==> src/hdl/txrs_consts.svh <==
`ifndef TXRS_CONSTS_SVH
`define TXRS_CONSTS_SVH

// ----------------------------------------------------------------------------
// Register offsets (byte addresses, one aligned word each)
// ----------------------------------------------------------------------------
`define TXRS_ADDR_CTRL        12'h000
`define TXRS_ADDR_CFG         12'h004
`define TXRS_ADDR_STAT        12'h008

// ----------------------------------------------------------------------------
// Field positions and reset values
// ----------------------------------------------------------------------------
`define TXRS_CTRL_RATE_LSB    0
`define TXRS_CTRL_RATE_MSB    1
`define TXRS_CTRL_MUX_BIT     2
`define TXRS_CTRL_INV_BIT     3
`define TXRS_CTRL_RST         4'h0
`define TXRS_CFG_CLKOUT_BIT   0
`define TXRS_CFG_SYNCOUT_BIT  1
`define TXRS_CFG_RST          2'h0
`define TXRS_STAT_BYTE_LSB    0
`define TXRS_STAT_SLOT_LSB    8
`define TXRS_STAT_FRAME_LSB   16
`define TXRS_STAT_MODE_LSB    24

// ----------------------------------------------------------------------------
// Rate select codes
// ----------------------------------------------------------------------------
`define TXRS_RATE_BASE        2'h0
`define TXRS_RATE_MVIP        2'h1
`define TXRS_RATE_HS4         2'h2
`define TXRS_RATE_HS8         2'h3

// ----------------------------------------------------------------------------
// Timing
// ----------------------------------------------------------------------------
`define TXRS_REF_KHZ          50000
`define TXRS_BASE_KHZ         2048
`define TXRS_FRAME_US         125
`define TXRS_MFRAME_US        2000
`define TXRS_BITS_PER_FRAME   (`TXRS_FRAME_US * `TXRS_BASE_KHZ / 1000)
`define TXRS_FRAMES_PER_MF    (`TXRS_MFRAME_US / `TXRS_FRAME_US)
`define TXRS_CLKGEN_STEP      (2 * `TXRS_BASE_KHZ)
`define TXRS_CLKGEN_MOD       (`TXRS_REF_KHZ)

`endif

==> src/hdl/txrs_pkg.sv <==
package txrs_pkg;

	typedef enum logic [2:0] {
		TXRS_MODE_BASE,
		TXRS_MODE_MVIP,
		TXRS_MODE_HS4,
		TXRS_MODE_HS8,
		TXRS_MODE_MUX
	} txrs_mode_t;

endpackage

==> src/hdl/txrs_reg_if.sv <==
`timescale 1ns/1ps

interface txrs_reg_if;
	logic [1:0]  rate_sel;
	logic        mux_en;
	logic        clk_inv;
	logic        clk_out_en;
	logic        sync_out_en;
	logic [31:0] status;

	modport regs (
		output rate_sel,
		output mux_en,
		output clk_inv,
		output clk_out_en,
		output sync_out_en,
		input  status
	);

	modport core (
		input  rate_sel,
		input  mux_en,
		input  clk_inv,
		input  clk_out_en,
		input  sync_out_en,
		output status
	);
endinterface

==> src/hdl/txrs_ahb_regs.sv <==
`timescale 1ns/1ps
`include "txrs_consts.svh"

module txrs_ahb_regs (
	input  logic        ref_clk,
	input  logic        reset,
	input  logic        hsel,
	input  logic [31:0] haddr,
	input  logic [1:0]  htrans,
	input  logic        hwrite,
	input  logic [2:0]  hsize,
	input  logic [31:0] hwdata,
	input  logic        hready,
	output logic        hreadyout,
	output logic        hresp,
	output logic [31:0] hrdata,
	txrs_reg_if.regs    rif
);

	// ------------------------------------------------------------------------
	// Address phase capture
	// ------------------------------------------------------------------------
	logic [11:0] dp_addr;
	logic        dp_write;
	logic [3:0]  ctrl;
	logic [1:0]  cfg;

	wire         ap_valid   = hsel && hready && htrans[1];
	wire         wr_ctrl    = dp_write && (dp_addr == `TXRS_ADDR_CTRL);
	wire         wr_cfg     = dp_write && (dp_addr == `TXRS_ADDR_CFG);
	wire [3:0]   next_ctrl  = wr_ctrl ? hwdata[3:0] : ctrl;
	wire [1:0]   next_cfg   = wr_cfg ? hwdata[1:0] : cfg;
	wire [11:0]  ap_addr    = haddr[11:0];

	// Reads use the next values so a read right behind a write sees it.
	wire [31:0]  rd_value   = (ap_addr == `TXRS_ADDR_CTRL) ? {28'h000_0000, next_ctrl} :
	                          (ap_addr == `TXRS_ADDR_CFG)  ? {30'h0000_0000, next_cfg} :
	                          (ap_addr == `TXRS_ADDR_STAT) ? rif.status :
	                          32'h0000_0000;

	always_ff @(posedge ref_clk) begin
		if (reset) begin
			dp_write <= 1'b0;
			dp_addr  <= 12'h000;
			hrdata   <= 32'h0000_0000;
		end else begin
			dp_write <= ap_valid && hwrite && (hsize == 3'h2);
			dp_addr  <= ap_addr;
			if (ap_valid && !hwrite) begin
				hrdata <= rd_value;
			end
		end
	end

	// ------------------------------------------------------------------------
	// Registers
	// ------------------------------------------------------------------------
	always_ff @(posedge ref_clk) begin
		if (reset) begin
			ctrl <= `TXRS_CTRL_RST;
			cfg  <= `TXRS_CFG_RST;
		end else begin
			ctrl <= next_ctrl;
			cfg  <= next_cfg;
		end
	end

	assign hreadyout       = 1'b1;
	assign hresp           = 1'b0;
	assign rif.rate_sel    = ctrl[`TXRS_CTRL_RATE_MSB:`TXRS_CTRL_RATE_LSB];
	assign rif.mux_en      = ctrl[`TXRS_CTRL_MUX_BIT];
	assign rif.clk_inv     = ctrl[`TXRS_CTRL_INV_BIT];
	assign rif.clk_out_en  = cfg[`TXRS_CFG_CLKOUT_BIT];
	assign rif.sync_out_en = cfg[`TXRS_CFG_SYNCOUT_BIT];

endmodule

==> src/hdl/txrs_top.sv <==
// Operation
// - The two-bit rate select field sets the transmit backplane speed.
// - With multiplexed mode off, codes follow the non-multiplexed table only.
// - Code 00: base rate 2.048 Mbit/s; serial clock input or output.
// - Base rate: multiframe sync marks the superframe every 2 ms.
// - Base rate: frame sync marks each frame every 125 us.
// - Code 01: multiframe sync pin becomes 2.048 MHz high-speed data clock.
// - Code 10: 4.096 Mbit/s; multiframe sync pin is 4.096 MHz data clock.
// - Code 11: 8.192 Mbit/s; multiframe sync pin is 8.192 MHz data clock.
// - High-speed modes: frame sync still marks the single frame boundary.
// - Multiplexed enable set leaves the non-multiplexed table out of use.
`timescale 1ns/1ps
`include "txrs_consts.svh"

module txrs_top (
	input  logic        ref_clk,
	input  logic        reset,
	input  logic        hsel,
	input  logic [31:0] haddr,
	input  logic [1:0]  htrans,
	input  logic        hwrite,
	input  logic [2:0]  hsize,
	input  logic [31:0] hwdata,
	input  logic        hready,
	output logic        hreadyout,
	output logic        hresp,
	output logic [31:0] hrdata,
	input  logic        tx_serial_clock_in,
	output logic        tx_serial_clock_out,
	output logic        tx_serial_clock_oe,
	input  logic        tx_multiframe_sync_in,
	output logic        tx_multiframe_sync_out,
	output logic        tx_multiframe_sync_oe,
	input  logic        tx_frame_sync_in,
	output logic        tx_frame_sync_out,
	output logic        tx_frame_sync_oe,
	input  logic        tx_serial_data
);

	// ------------------------------------------------------------------------
	// Register slave
	// ------------------------------------------------------------------------
	txrs_reg_if rif ();

	txrs_ahb_regs u_regs (
		.ref_clk   (ref_clk),
		.reset     (reset),
		.hsel      (hsel),
		.haddr     (haddr),
		.htrans    (htrans),
		.hwrite    (hwrite),
		.hsize     (hsize),
		.hwdata    (hwdata),
		.hready    (hready),
		.hreadyout (hreadyout),
		.hresp     (hresp),
		.hrdata    (hrdata),
		.rif       (rif)
	);

	// ------------------------------------------------------------------------
	// Pin synchronisers
	// ------------------------------------------------------------------------
	// Stage 1 feeds only stage 2; edges are found between stages 2 and 3.
	logic [2:0] sclk_sync;
	logic [2:0] msync_sync;
	logic [2:0] fsync_sync;
	logic [1:0] sdata_sync;

	always_ff @(posedge ref_clk) begin
		if (reset) begin
			sclk_sync  <= 3'h0;
			msync_sync <= 3'h0;
			fsync_sync <= 3'h0;
			sdata_sync <= 2'h0;
		end else begin
			sclk_sync  <= {sclk_sync[1:0], tx_serial_clock_in};
			msync_sync <= {msync_sync[1:0], tx_multiframe_sync_in};
			fsync_sync <= {fsync_sync[1:0], tx_frame_sync_in};
			sdata_sync <= {sdata_sync[0], tx_serial_data};
		end
	end

	wire sclk_in_rise  = sclk_sync[1] && !sclk_sync[2];
	wire sclk_in_fall  = !sclk_sync[1] && sclk_sync[2];
	wire msync_rise    = msync_sync[1] && !msync_sync[2];
	wire msync_fall    = !msync_sync[1] && msync_sync[2];
	wire fsync_rise    = fsync_sync[1] && !fsync_sync[2];
	wire data_bit      = sdata_sync[1];

	// ------------------------------------------------------------------------
	// Mode decode
	// ------------------------------------------------------------------------
	txrs_pkg::txrs_mode_t mode;

	assign mode = rif.mux_en ? txrs_pkg::TXRS_MODE_MUX :
	              (rif.rate_sel == `TXRS_RATE_BASE) ? txrs_pkg::TXRS_MODE_BASE :
	              (rif.rate_sel == `TXRS_RATE_MVIP) ? txrs_pkg::TXRS_MODE_MVIP :
	              (rif.rate_sel == `TXRS_RATE_HS4)  ? txrs_pkg::TXRS_MODE_HS4 :
	              txrs_pkg::TXRS_MODE_HS8;

	wire base_mode  = (mode == txrs_pkg::TXRS_MODE_BASE);
	wire hs_mode    = (mode == txrs_pkg::TXRS_MODE_MVIP) || (mode == txrs_pkg::TXRS_MODE_HS4) ||
	                  (mode == txrs_pkg::TXRS_MODE_HS8);
	wire table_on   = base_mode || hs_mode;

	// The serial clock may only be driven at base rate.
	wire sclk_drive = base_mode && rif.clk_out_en;
	wire sync_drive = table_on && rif.sync_out_en;

	// ------------------------------------------------------------------------
	// Serial clock generator
	// ------------------------------------------------------------------------
	// 50 MHz is no integer multiple of 2.048 MHz, so a phase accumulator
	// toggles the clock; each half period jitters by one ref_clk cycle.
	logic [15:0] acc;
	logic        gen_clk;

	wire [16:0] acc_sum  = {1'b0, acc} + 17'(`TXRS_CLKGEN_STEP);
	wire        acc_wrap = (acc_sum >= 17'(`TXRS_CLKGEN_MOD));
	wire [15:0] next_acc = acc_wrap ? 16'(acc_sum - 17'(`TXRS_CLKGEN_MOD)) : acc_sum[15:0];

	always_ff @(posedge ref_clk) begin
		if (reset || !sclk_drive) begin
			acc     <= 16'h0000;
			gen_clk <= 1'b0;
		end else begin
			acc <= next_acc;
			if (acc_wrap) begin
				gen_clk <= !gen_clk;
			end
		end
	end

	wire sclk_rise = sclk_drive ? (acc_wrap && !gen_clk) : sclk_in_rise;
	wire sclk_fall = sclk_drive ? (acc_wrap && gen_clk) : sclk_in_fall;

	// ------------------------------------------------------------------------
	// Frame and multiframe timing on the 2.048 MHz serial clock
	// ------------------------------------------------------------------------
	logic [7:0] bit_cnt;
	logic [3:0] frame_cnt;
	logic       fsync_out;
	logic       msync_out;

	wire last_bit    = (bit_cnt == 8'(`TXRS_BITS_PER_FRAME - 1));
	wire last_frame  = (frame_cnt == 4'(`TXRS_FRAMES_PER_MF - 1));
	wire ext_frame   = !sync_drive && fsync_rise;
	wire ext_mframe  = !sync_drive && base_mode && msync_rise;
	wire frame_start = sync_drive ? (sclk_rise && last_bit) : ext_frame;

	always_ff @(posedge ref_clk) begin
		if (reset || !table_on) begin
			bit_cnt   <= 8'h00;
			frame_cnt <= 4'h0;
		end else begin
			if (ext_frame) begin
				bit_cnt <= 8'h00;
			end else if (sclk_rise) begin
				bit_cnt <= last_bit ? 8'h00 : bit_cnt + 8'h01;
			end
			if (ext_mframe) begin
				frame_cnt <= 4'h0;
			end else if (frame_start) begin
				frame_cnt <= last_frame ? 4'h0 : frame_cnt + 4'h1;
			end
		end
	end

	// Generated syncs are one serial bit wide, at bit 0 of the frame.
	always_ff @(posedge ref_clk) begin
		if (reset || !sync_drive) begin
			fsync_out <= 1'b0;
			msync_out <= 1'b0;
		end else if (sclk_rise) begin
			fsync_out <= last_bit;
			msync_out <= last_bit && last_frame;
		end
	end

	// ------------------------------------------------------------------------
	// Data capture
	// ------------------------------------------------------------------------
	// Data changes on the rising edge unless inverted, so it is sampled on
	// the opposite edge; inversion applies at base rate only.
	wire dclk_rise = hs_mode ? msync_rise : sclk_rise;
	wire dclk_fall = hs_mode ? msync_fall : sclk_fall;
	wire sample_en = table_on && ((base_mode && rif.clk_inv) ? dclk_rise : dclk_fall);

	logic [9:0] data_cnt;
	logic [6:0] shift;
	logic [7:0] last_byte;
	logic [6:0] last_slot;

	always_ff @(posedge ref_clk) begin
		if (reset || !table_on) begin
			data_cnt  <= 10'h000;
			shift     <= 7'h00;
			last_byte <= 8'h00;
			last_slot <= 7'h00;
		end else if (frame_start) begin
			data_cnt <= 10'h000;
		end else if (sample_en) begin
			data_cnt <= data_cnt + 10'h001;
			shift    <= {shift[5:0], data_bit};
			if (data_cnt[2:0] == 3'h7) begin
				last_byte <= {shift, data_bit};
				last_slot <= data_cnt[9:3];
			end
		end
	end

	// ------------------------------------------------------------------------
	// Status and pins
	// ------------------------------------------------------------------------
	assign rif.status = {5'h00, 3'(mode), 4'h0, frame_cnt, 1'b0, last_slot, last_byte};

	assign tx_serial_clock_out    = gen_clk;
	assign tx_serial_clock_oe     = sclk_drive;
	assign tx_frame_sync_out      = fsync_out;
	assign tx_frame_sync_oe       = sync_drive;
	assign tx_multiframe_sync_out = msync_out;
	assign tx_multiframe_sync_oe  = sync_drive && base_mode;

endmodule

==> config.mk <==
export PLATFORM = sky130hd
export DESIGN_NAME = txrs_top
export DESIGN_NICKNAME = d
export VERILOG_FILES = /design/src/hdl/txrs_pkg.sv /design/src/hdl/txrs_reg_if.sv /design/src/hdl/txrs_ahb_regs.sv /design/src/hdl/txrs_top.sv
export VERILOG_INCLUDE_DIRS = /design/src /design/src/hdl
export SDC_FILE = /design/constraint.sdc
export NUM_CORES = 1
export LEC_CHECK = 0
export BUFFER_PORTS_ARGS = -buffer_cell sky130_fd_sc_hd__buf_2
export CORE_UTILIZATION = 50
export CTS_BUF_LIST = sky130_fd_sc_hd__clkbuf_8
export DETAILED_ROUTE_END_ITERATION = 12
export GPL_ROUTABILITY_DRIVEN = 0
export PLACE_DENSITY = 0.76
export SYNTH_ARGS = -nofsm -noshare
export SYNTH_HDL_FRONTEND = slang
export SYNTH_SLANG_ARGS = --single-unit
==> constraint.sdc <==
create_clock -name ref_clk -period 5.4 [get_ports ref_clk]
set_clock_uncertainty 0.1 [all_clocks]
set_input_delay 1.08 -clock ref_clk [delete_from_list [all_inputs] [get_ports ref_clk]]
set_output_delay 1.08 -clock ref_clk [all_outputs]
set_load 0.02 [all_outputs]
==> results.cfg, run 1 <==
[status]
outcome = finished clean

[setup_path]
cp-endpoint = shift[2]$_SDFFE_PP0P_
r2r_end = shift[2]$_SDFFE_PP0P_
path_max_fanout = 16
r2r_slack_ns = 1.82
path_buf_inv = 0
crit_family = compound AO/OA/AOI/OAI gates
r2r_start = acc[12]$_SDFF_PP0_
crit_slowest_cell = a211oi_4
startpoint = acc[12]$_SDFF_PP0_
cp_data_required_time_ns = 5.56
max_stage_delay_ns = 0.82
crit_path_start_kind = register
cp_num_cells = 8
crit_arrival_ns = 3.74
r2r_cells = 8
worstSetupPathType = register to register
endpoint_kind = register
path_cells = ha_1 > nand4b_1 > o41ai_4 > a2bb2oi_2 > a32oi_2 > a211oi_4 > mux2i_1 > nor2_1

[power]
peakVddDrop_v = 0.000156
pwr_density_cell_nw_per_um2 = 259
power_leakage_uw = 0.00196

[layout]
n_antenna_cell = 0
syn_to_final_growth_pct = 9.77
nNetsFinal = 663
regArea_um2 = 2220
nFillCells = 852
layout-drive-gt1-share = 0.153
final_util = 0.564
multiInputGateArea_um2 = 2310

[clock_tree]
holdBufCountCts = 0
cts_sinks = 111
clock_latency_ns = 0.37
cts.path.max_buffers = 2
root_buffer = clkbuf_8
cts_made_buffers = 9
clk_pin_slew_ns = 0.10
h-tree-depth = 3
cts_tree = built
cts-resized-gates = 0
postCtsSetupRepairBufs = 0

[worst_hold_path]
hold_path_class = register to register

[sta]
tightest_slew_ns = 0.914
hold_violations = 0
tns_ns = 0
finalMaxSlewViolations = 0
period_needed_ns = 3.58
rsz0062_at_grt = false
setup_viol = 0
slew_headroom = 0.388
clock.fmax_mhz = 279
min_period_over_period = 0.663

[route]
drtPass1Iterations = 4
routed_wl_um = 9200
wl_per_cell_um = 13.3
antenna_left = 0
viasPerCell = 5.39
drc = 0
dr.first_iter.drc_count = 163
num_vias = 3735

[logic_synthesis]
synth_edf_count = 0
yosysTopAreaCell = dfxtp_1
syn_avg_cell_area_um2 = 8.83
postSynthCellCount = 535
synth_ff_type = dfxtp_1
async_flop_share = 0
ys_ff_latch = 111
synthTopCellsByCount = dfxtp_1 (111), nor2_1 (58), nand2_1 (53)
ys_warn_count = 0
synth_cell_types = 58
syn_area_um2 = 4720
synth_area_leaders = dfxtp_1 (47%), nand3_1 (4.7%), nor2_1 (4.6%), a21oi_1 (4.2%), nand2_1 (4.2%)
synth_top_area_frac = 0.470
ys_seq_area_frac = 0.470
synthMostInstantiatedCell = dfxtp_1

[global_routing]
use_met1 = 0.258
use_met3 = 0.0429
grt_pass1_wl_um = 15900
grt_pass1_vias = 3515
busiest_layer = met2
met2_usage = 0.332
grt_overflow_total = 0
grt_use_total = 0.202
antenna_found_initial = 0
grt_max_degree = 55

[place]
io_buffers = 56
dp_hpwl_um = 6530

[job]
drv_cap = 0

[die]
num_rows = 35
die_h_um = 99.2
die_w_um = 99.2
start_util = 0.514
design.core.area_um2 = 9200
dieArea_um2 = 9840
io_pins = 118
## cells in the final DEF, fill, tap and decap left out, types with 2 or more instances in the layout
cell      count
o31ai_4       2
or3b_2        2
buf_2        56
nand4_1       5
nor4_1        5
nor4b_1       2
a211oi_1      5
conb_1       12
and3_1        5
buf_4         4
dfxtp_1     111
nor3_1       12
inv_1        10
o22ai_1       2
clkbuf_8     10
a21boi_0      2
nand4b_1      2
nor2b_1      30
ha_1          8
nand2_1      53
nand2b_1      3
nor2_1       58
xnor2_1      12
mux2i_1      16
o21ai_0      14
o21ai_1       7
xor2_1        9
nand3_1      44
nor3b_1       5
or3_1         6
a21oi_1      40
## flip-flops by register name, indices dropped and copies added (netlist names), 3 cells and up
name,count
fsync_sync,3
last_slot,7
msync_sync,3
last_byte,8
acc,12
sclk_sync,3
data_cnt,10
bit_cnt,8
u_regs.hrdata,22
u_regs.dp_addr,12
u_regs.ctrl,4
shift,7
frame_cnt,4
## how the worst min path moves through the flow
stage,depth (start not counted),startpoint,slack [ns],endpoint
6_report,1,sclk_sync[0]$_SDFF_PP0_,0.35,sclk_sync[1]$_SDFF_PP0_
5_1_grt,1,sdata_sync[0]$_SDFF_PP0_,0.37,sdata_sync[1]$_SDFF_PP0_
4_1_cts,1,sclk_sync[0]$_SDFF_PP0_,0.35,sclk_sync[1]$_SDFF_PP0_
3_5_place_dp,1,msync_sync[0]$_SDFF_PP0_,0.33,msync_sync[1]$_SDFF_PP0_
3_3_place_gp,1,sdata_sync[0]$_SDFF_PP0_,0.33,sdata_sync[1]$_SDFF_PP0_
2_1_floorplan,1,fsync_sync[0]$_SDFF_PP0_,0.31,fsync_sync[1]$_SDFF_PP0_
## power breakdown
part,switching [µW],internal (µW),total [µW]
clock,272,179,452
sequential,4.43,828,833
combinational,39.9,21.1,61.0
total,317,1030,1350
## per-layer routing
metal | vias up | wire, µm | part of all wire
met5 | - | 0 | 0
met4 | 0 | 123 | 0.013
met3 | 11 | 348 | 0.038
met2 | 70 | 4440 | 0.48
met1 | 1753 | 4280 | 0.47
li1 | 1901 | - | -
## through the flow
step | area, µm² | worst slack (ns) | cells | hold slack [ns] | power (µW)
finish | 5190 | 1.82 | 693 | 0.349 | 1350
global route | 5190 | 1.57 | 693 | 0.370 | 1400
CTS | 5190 | 1.84 | 693 | 0.354 | 1360
detailed placement | 5010 | 1.87 | 677 | 0.328 | 913
global placement | 5010 | 1.98 | 677 | 0.327 | 911
floorplan | 4760 | 2.80 | 545 | 0.314 | 900
## cell type report
class                           count  share of cell area
Tap cell                          111              0.0268
Sequential cell                   111               0.428
Inverter                            8             0.00579
Clock buffer                       10              0.0265
Multi-Input combinational cell    387               0.445
Clock inverter                      6             0.00724
Timing Repair Buffer               60              0.0598
## cells by family after synthesis
kind of cell | share of synthesized area
simple gates | 0.254
flops | 0.470
compound gates | 0.130
buf+inv | 0.0498
xor+xnor | 0.0389
mux | 0.0339
fa+ha+maj | 0.0212
other cells | 0.00159
Power figures use the tool's default switching activity.
==> run 2, diff against run 1 <==
PLACE_DENSITY = 0.79   (was 0.76)
clock period = 3 ns   (was 5.4 ns; I/O delays follow)
==> run 2 against run 1 <==
Net effect: setup slack lost 1.6 ns; clock power grew 85%; cell area grew 2.0%; first-iteration DRC count shrank 22%; cell count grew 1.4%; count of clock-buffer cells in the layout shrank 1; wire length grew 3.4%; sequential power grew 80%; register-to-register slack lost 1.6 ns; global-route usage grew 0.98 points; fmax grew 29%; critical path type unchanged; largest power group unchanged.
==> results.cfg, run 2 (synthesized netlist as in run 1, its figures left out) <==
[job]
drv_cap = 0

[clock_tree]
cts_tree = built
clk_pin_slew_ns = 0.10
cts_made_buffers = 9
cts_sinks = 111
h-tree-depth = 3
holdBufCountCts = 0
clock_latency_ns = 0.38
cts.path.max_buffers = 2
root_buffer = clkbuf_8

[route]
routed_wl_um = 9510
antenna_left = 0
drc = 0
dr.first_iter.drc_count = 127
wl_per_cell_um = 13.5
viasPerCell = 5.39
num_vias = 3789
drtPass1Iterations = 4

[power]
peakVddDrop_v = 0.000520
power_uw = 2450
power_leakage_uw = 0.00201
pwr_density_cell_nw_per_um2 = 464

[place]
dp_worst_setup_slack_ns = -0.0152
dp_cells = 683
io_buffers = 56
dp_hpwl_um = 6850

[sta]
slew_headroom = 0.519
tns_ns = 0
finalMaxSlewViolations = 0
worst_slack_ns = 0.226
hold_violations = 0
min_period_over_period = 0.925
rsz0062_at_grt = false
clock.fmax_mhz = 360
setup_viol = 0
hold_ws_ns = 0.326
tightest_slew_ns = 0.720
period_needed_ns = 2.77

[setup_path]
r2r_cells = 9
cp_data_required_time_ns = 3.16
cp-endpoint = last_byte[2]$_SDFFE_PP0P_
startpoint = acc[13]$_SDFF_PP0_
endpoint_kind = register
r2r_end = last_byte[2]$_SDFFE_PP0P_
worstSetupPathType = register to register
r2r_start = acc[13]$_SDFF_PP0_
r2r_slack_ns = 0.23
path_max_fanout = 21
crit_arrival_ns = 2.93
crit_path_start_kind = register

[die]
design.core.area_um2 = 9200
num_rows = 35
die_h_um = 99.2
start_util = 0.514
dieArea_um2 = 9840
die_w_um = 99.2
io_pins = 118

[global_routing]
antenna_found_initial = 0
grt_pass1_wl_um = 16600
grt_overflow_total = 0
grt_use_total = 0.211
grt_max_degree = 40
grt_pass1_vias = 3628

[layout]
reg_top3 = u_regs.hrdata (22), acc (12), u_regs.dp_addr (12)
layout-drive-gt1-share = 0.171
largest_register_ffs = 22
syn_to_final_growth_pct = 12.0
n_antenna_cell = 0
fin_cells = 703
largest_register = u_regs.hrdata
nNetsFinal = 673
final_cell_mix = dfxtp_1 (110), nor2_1 (58), buf_2 (56)
layout_commonest_cell = dfxtp_1

[worst_hold_path]
hold_path_class = primary input to register

[status]
outcome = finished clean
-- run 2: where the power goes --
group	total, µW	internal, µW	switching [µW]
clock	837	312	525
combinational	119	44.0	74.6
sequential	1500	1490	7.90
-- run 2: worst max-delay path, cell delays in order, from the launching register on --
cell and delay, ns:
dfxtp_1 0.45, ha_1 0.22, nand4b_1 0.17, o41ai_4 0.36, a2bb2oi_4 0.34, a32oi_2 0.24, a2111o_1 0.42, buf_4 0.20
nand2_1 0.09, a21oi_1 0.06
-- run 2: layer usage --
| metal | global-route usage | up-vias | part of all wire |
|---|---|---|---|
| li1 | - | 1912 | - |
| met2 | 0.374 | 71 | 0.49 |
| met4 | 0.0611 | 0 | 0.014 |
| met5 | 0 | - | 0 |
| met1 | 0.252 | 1794 | 0.46 |
| met3 | 0.0548 | 12 | 0.042 |
-- run 2: through the flow --
| step | utilization | area [µm²] |
|---|---|---|
| 6_report | 0.575 | 5290 |
| 5_1_grt | 0.575 | 5290 |
| 3_3_place_gp | 0.551 | 5070 |
| 3_5_place_dp | 0.551 | 5070 |
| 2_1_floorplan | - | 4760 |
| 4_1_cts | 0.572 | 5260 |
-- run 2: worst min path at each step --
stage | start | endpoint | slack (ns) | cells after the start
3_3_place_gp | sdata_sync[0]$_SDFF_PP0_ | sdata_sync[1]$_SDFF_PP0_ | 0.32 | 1
5_1_grt | tx_multiframe_sync_in | msync_sync[0]$_SDFF_PP0_ | 0.31 | 2
3_5_place_dp | sclk_sync[0]$_SDFF_PP0_ | sclk_sync[1]$_SDFF_PP0_ | 0.33 | 1
4_1_cts | tx_frame_sync_in | fsync_sync[0]$_SDFF_PP0_ | 0.31 | 2
6_report | tx_frame_sync_in | fsync_sync[0]$_SDFF_PP0_ | 0.33 | 2
2_1_floorplan | fsync_sync[0]$_SDFF_PP0_ | fsync_sync[1]$_SDFF_PP0_ | 0.31 | 1
-- run 2: final cells by class --
class / count / area (µm²)
Clock inverter: 7 / 56.3
Tap cell: 111 / 139
Timing Repair Buffer: 70 / 398
Clock buffer: 9 / 124
Inverter: 8 / 30.0
Multi-Input combinational cell: 387 / 2320
Sequential cell: 111 / 2220
Fill cell: 810 / 3910
-- run 2: what timing repair did --
action / 4_1_cts / 5_1_grt
setup buffers: 0 / 4
pin swaps: 0 / 1
resized for setup: 1 / 1
setup endpoints to repair: 18 / 22
==> run 3, diff against run 2 <==
CORE_UTILIZATION = 30   (was 50)
PLACE_DENSITY = not set   (was 0.79)
clock period = 2.4 ns   (was 3 ns; I/O delays follow)
==> run 3 against run 2 <==
Net effect: the flow now finishes with violations (negative setup slack); total power grew 30%; core utilization shrank 20 points; setup slack lost 0.25 ns; non-clock buffer count grew 21; cell area grew 8.4%; combinational power grew 34%; sequential cell count is the same; critical path depth grew 1; global-route usage shrank 7.3 points; sequential power grew 25%; die area grew 65%; register-to-register slack lost 0.25 ns; critical path type unchanged.
==> results.cfg, run 3 (synthesized netlist as in run 1, its figures left out) <==
[die]
io_pins = 118
die_h_um = 127
num_rows = 45
dieArea_um2 = 16300
die_w_um = 127
design.core.area_um2 = 15300
start_util = 0.310

[sta]
min_period_over_period = 1.01
rsz0062_at_grt = true
hold_ws_ns = 0.208
tightest_slew_ns = 0.856
worst_slack_ns = -0.0243
slew_headroom = 0.428
hold_violations = 0
finalMaxSlewViolations = 0
period_needed_ns = 2.42
clock.fmax_mhz = 412
setup_viol = 20

[clock_tree]
cts_sinks = 111
cts_made_buffers = 9
h-tree-depth = 3
clock_latency_ns = 0.39
clk_pin_slew_ns = 0.10
cts.path.max_buffers = 2
root_buffer = clkbuf_8
holdBufCountCts = 0
cts_tree = built

[route]
drtPass1Iterations = 4
viasPerCell = 4.70
antenna_left = 0
routed_wl_um = 10700
dr.first_iter.drc_count = 187
num_vias = 3871
wl_per_cell_um = 13.0
drc = 0

[setup_path]
crit_path_start_kind = register
worstSetupPathType = register to register
cp_data_required_time_ns = 2.57
crit_arrival_ns = 2.59
r2r_slack_ns = -0.02
endpoint_kind = register
r2r_cells = 10
path_max_fanout = 21

[layout]
final_util = 0.376
final_cell_mix = dfxtp_1 (108), nor2_1 (58), buf_2 (56)
regArea_um2 = 2230
layout_commonest_cell = dfxtp_1
largest_register = u_regs.hrdata
nFillCells = 1529
layout-drive-gt1-share = 0.219
fin_cells = 824
largest_register_ffs = 22
multiInputGateArea_um2 = 2410
n_antenna_cell = 0
syn_to_final_growth_pct = 21.4
reg_top3 = u_regs.hrdata (22), acc (12), u_regs.dp_addr (12)
nNetsFinal = 694

[global_routing]
grt_max_degree = 48
antenna_found_initial = 0
grt_overflow_total = 0
grt_use_total = 0.139
grt_pass1_vias = 3791
grt_pass1_wl_um = 17900

[status]
outcome = complete, but fails checks
violations = negative setup slack

[power]
power_leakage_uw = 0.00217
power_uw = 3190
peakVddDrop_v = 0.000333
pwr_density_cell_nw_per_um2 = 556

[place]
dp_cells = 803
dp_hpwl_um = 7750
io_buffers = 56

[worst_hold_path]
hold_path_class = primary input to register
min_path_cells = 2

[job]
drv_cap = 0
==> run 3: changes by cell type in the layout (fill, tap and decap cells not counted), sizes merged <==
cell      previous run  this run
buf                 70        91
clkinv               1         3
clkinvlp             2         0
bufinv               0         1
inv                 12        11
==> run 3: power breakdown <==
part           leakage (µW)  internal, µW  switching [µW]  total (µW)
registers          0.000901          1860            9.98        1870
clock network      0.000108           496             660        1160
logic               0.00116          61.4            99.0         160
==> run 3: layout make-up <==
type                    count  share of cell area
multi-input cells         387               0.420
flip-flops and latches    111               0.388
repair buffers             91               0.105
well taps                 211              0.0460
clock buffers               9              0.0216
clock inverters             7              0.0142
inverters                   8             0.00524
==> run 3: layer usage <==
metal	GRT usage	vias up	wire length, µm	part of all wire
met4	0.0672	0	235	0.022
met2	0.241	53	5430	0.51
met1	0.165	1839	4750	0.44
met3	0.0251	17	275	0.026
met5	0	-	0	0
li1	-	1962	-	-
==> run 3: final timing paths <==
path,start,endpoint
min reg2reg,sclk_sync[0]$_SDFF_PP0_,sclk_sync[1]$_SDFF_PP0_
max,acc[12]$_SDFF_PP0_,last_slot[1]$_SDFFE_PP0P_
max reg2reg,acc[12]$_SDFF_PP0_,last_slot[1]$_SDFFE_PP0P_
min,tx_frame_sync_in,fsync_sync[0]$_SDFF_PP0_
==> run 3: worst max-delay path: stages (launching register included) <==
cell       delay, ns
dfxtp_2         0.39
ha_4            0.23
nor4b_4         0.28
o31ai_4         0.17
o2bb2ai_4       0.22
o31ai_4         0.08
buf_6           0.14
a2111o_1        0.40
buf_12          0.17
nand3_1         0.07
o21ai_1         0.06
==> run 3: timing repair <==
item,CTS,global route
setup buffers,0,4
resized for setup,2,16
gates cloned,0,1
pin swaps,5,2
endpoints found under the setup margin,35,43
==> run 3: per-stage QoR <==
stage                     worst slack, ns  cell area, µm²  TNS, ns
final                             -0.0243            5740   -0.156
after global routing               -0.154            5740    -3.68
after CTS                          0.0102            5630        0
after detailed placement          -0.0502            5420   -0.685
after global placement             0.0123            5420        0
after floorplan                   -0.0353            4800  -0.0353
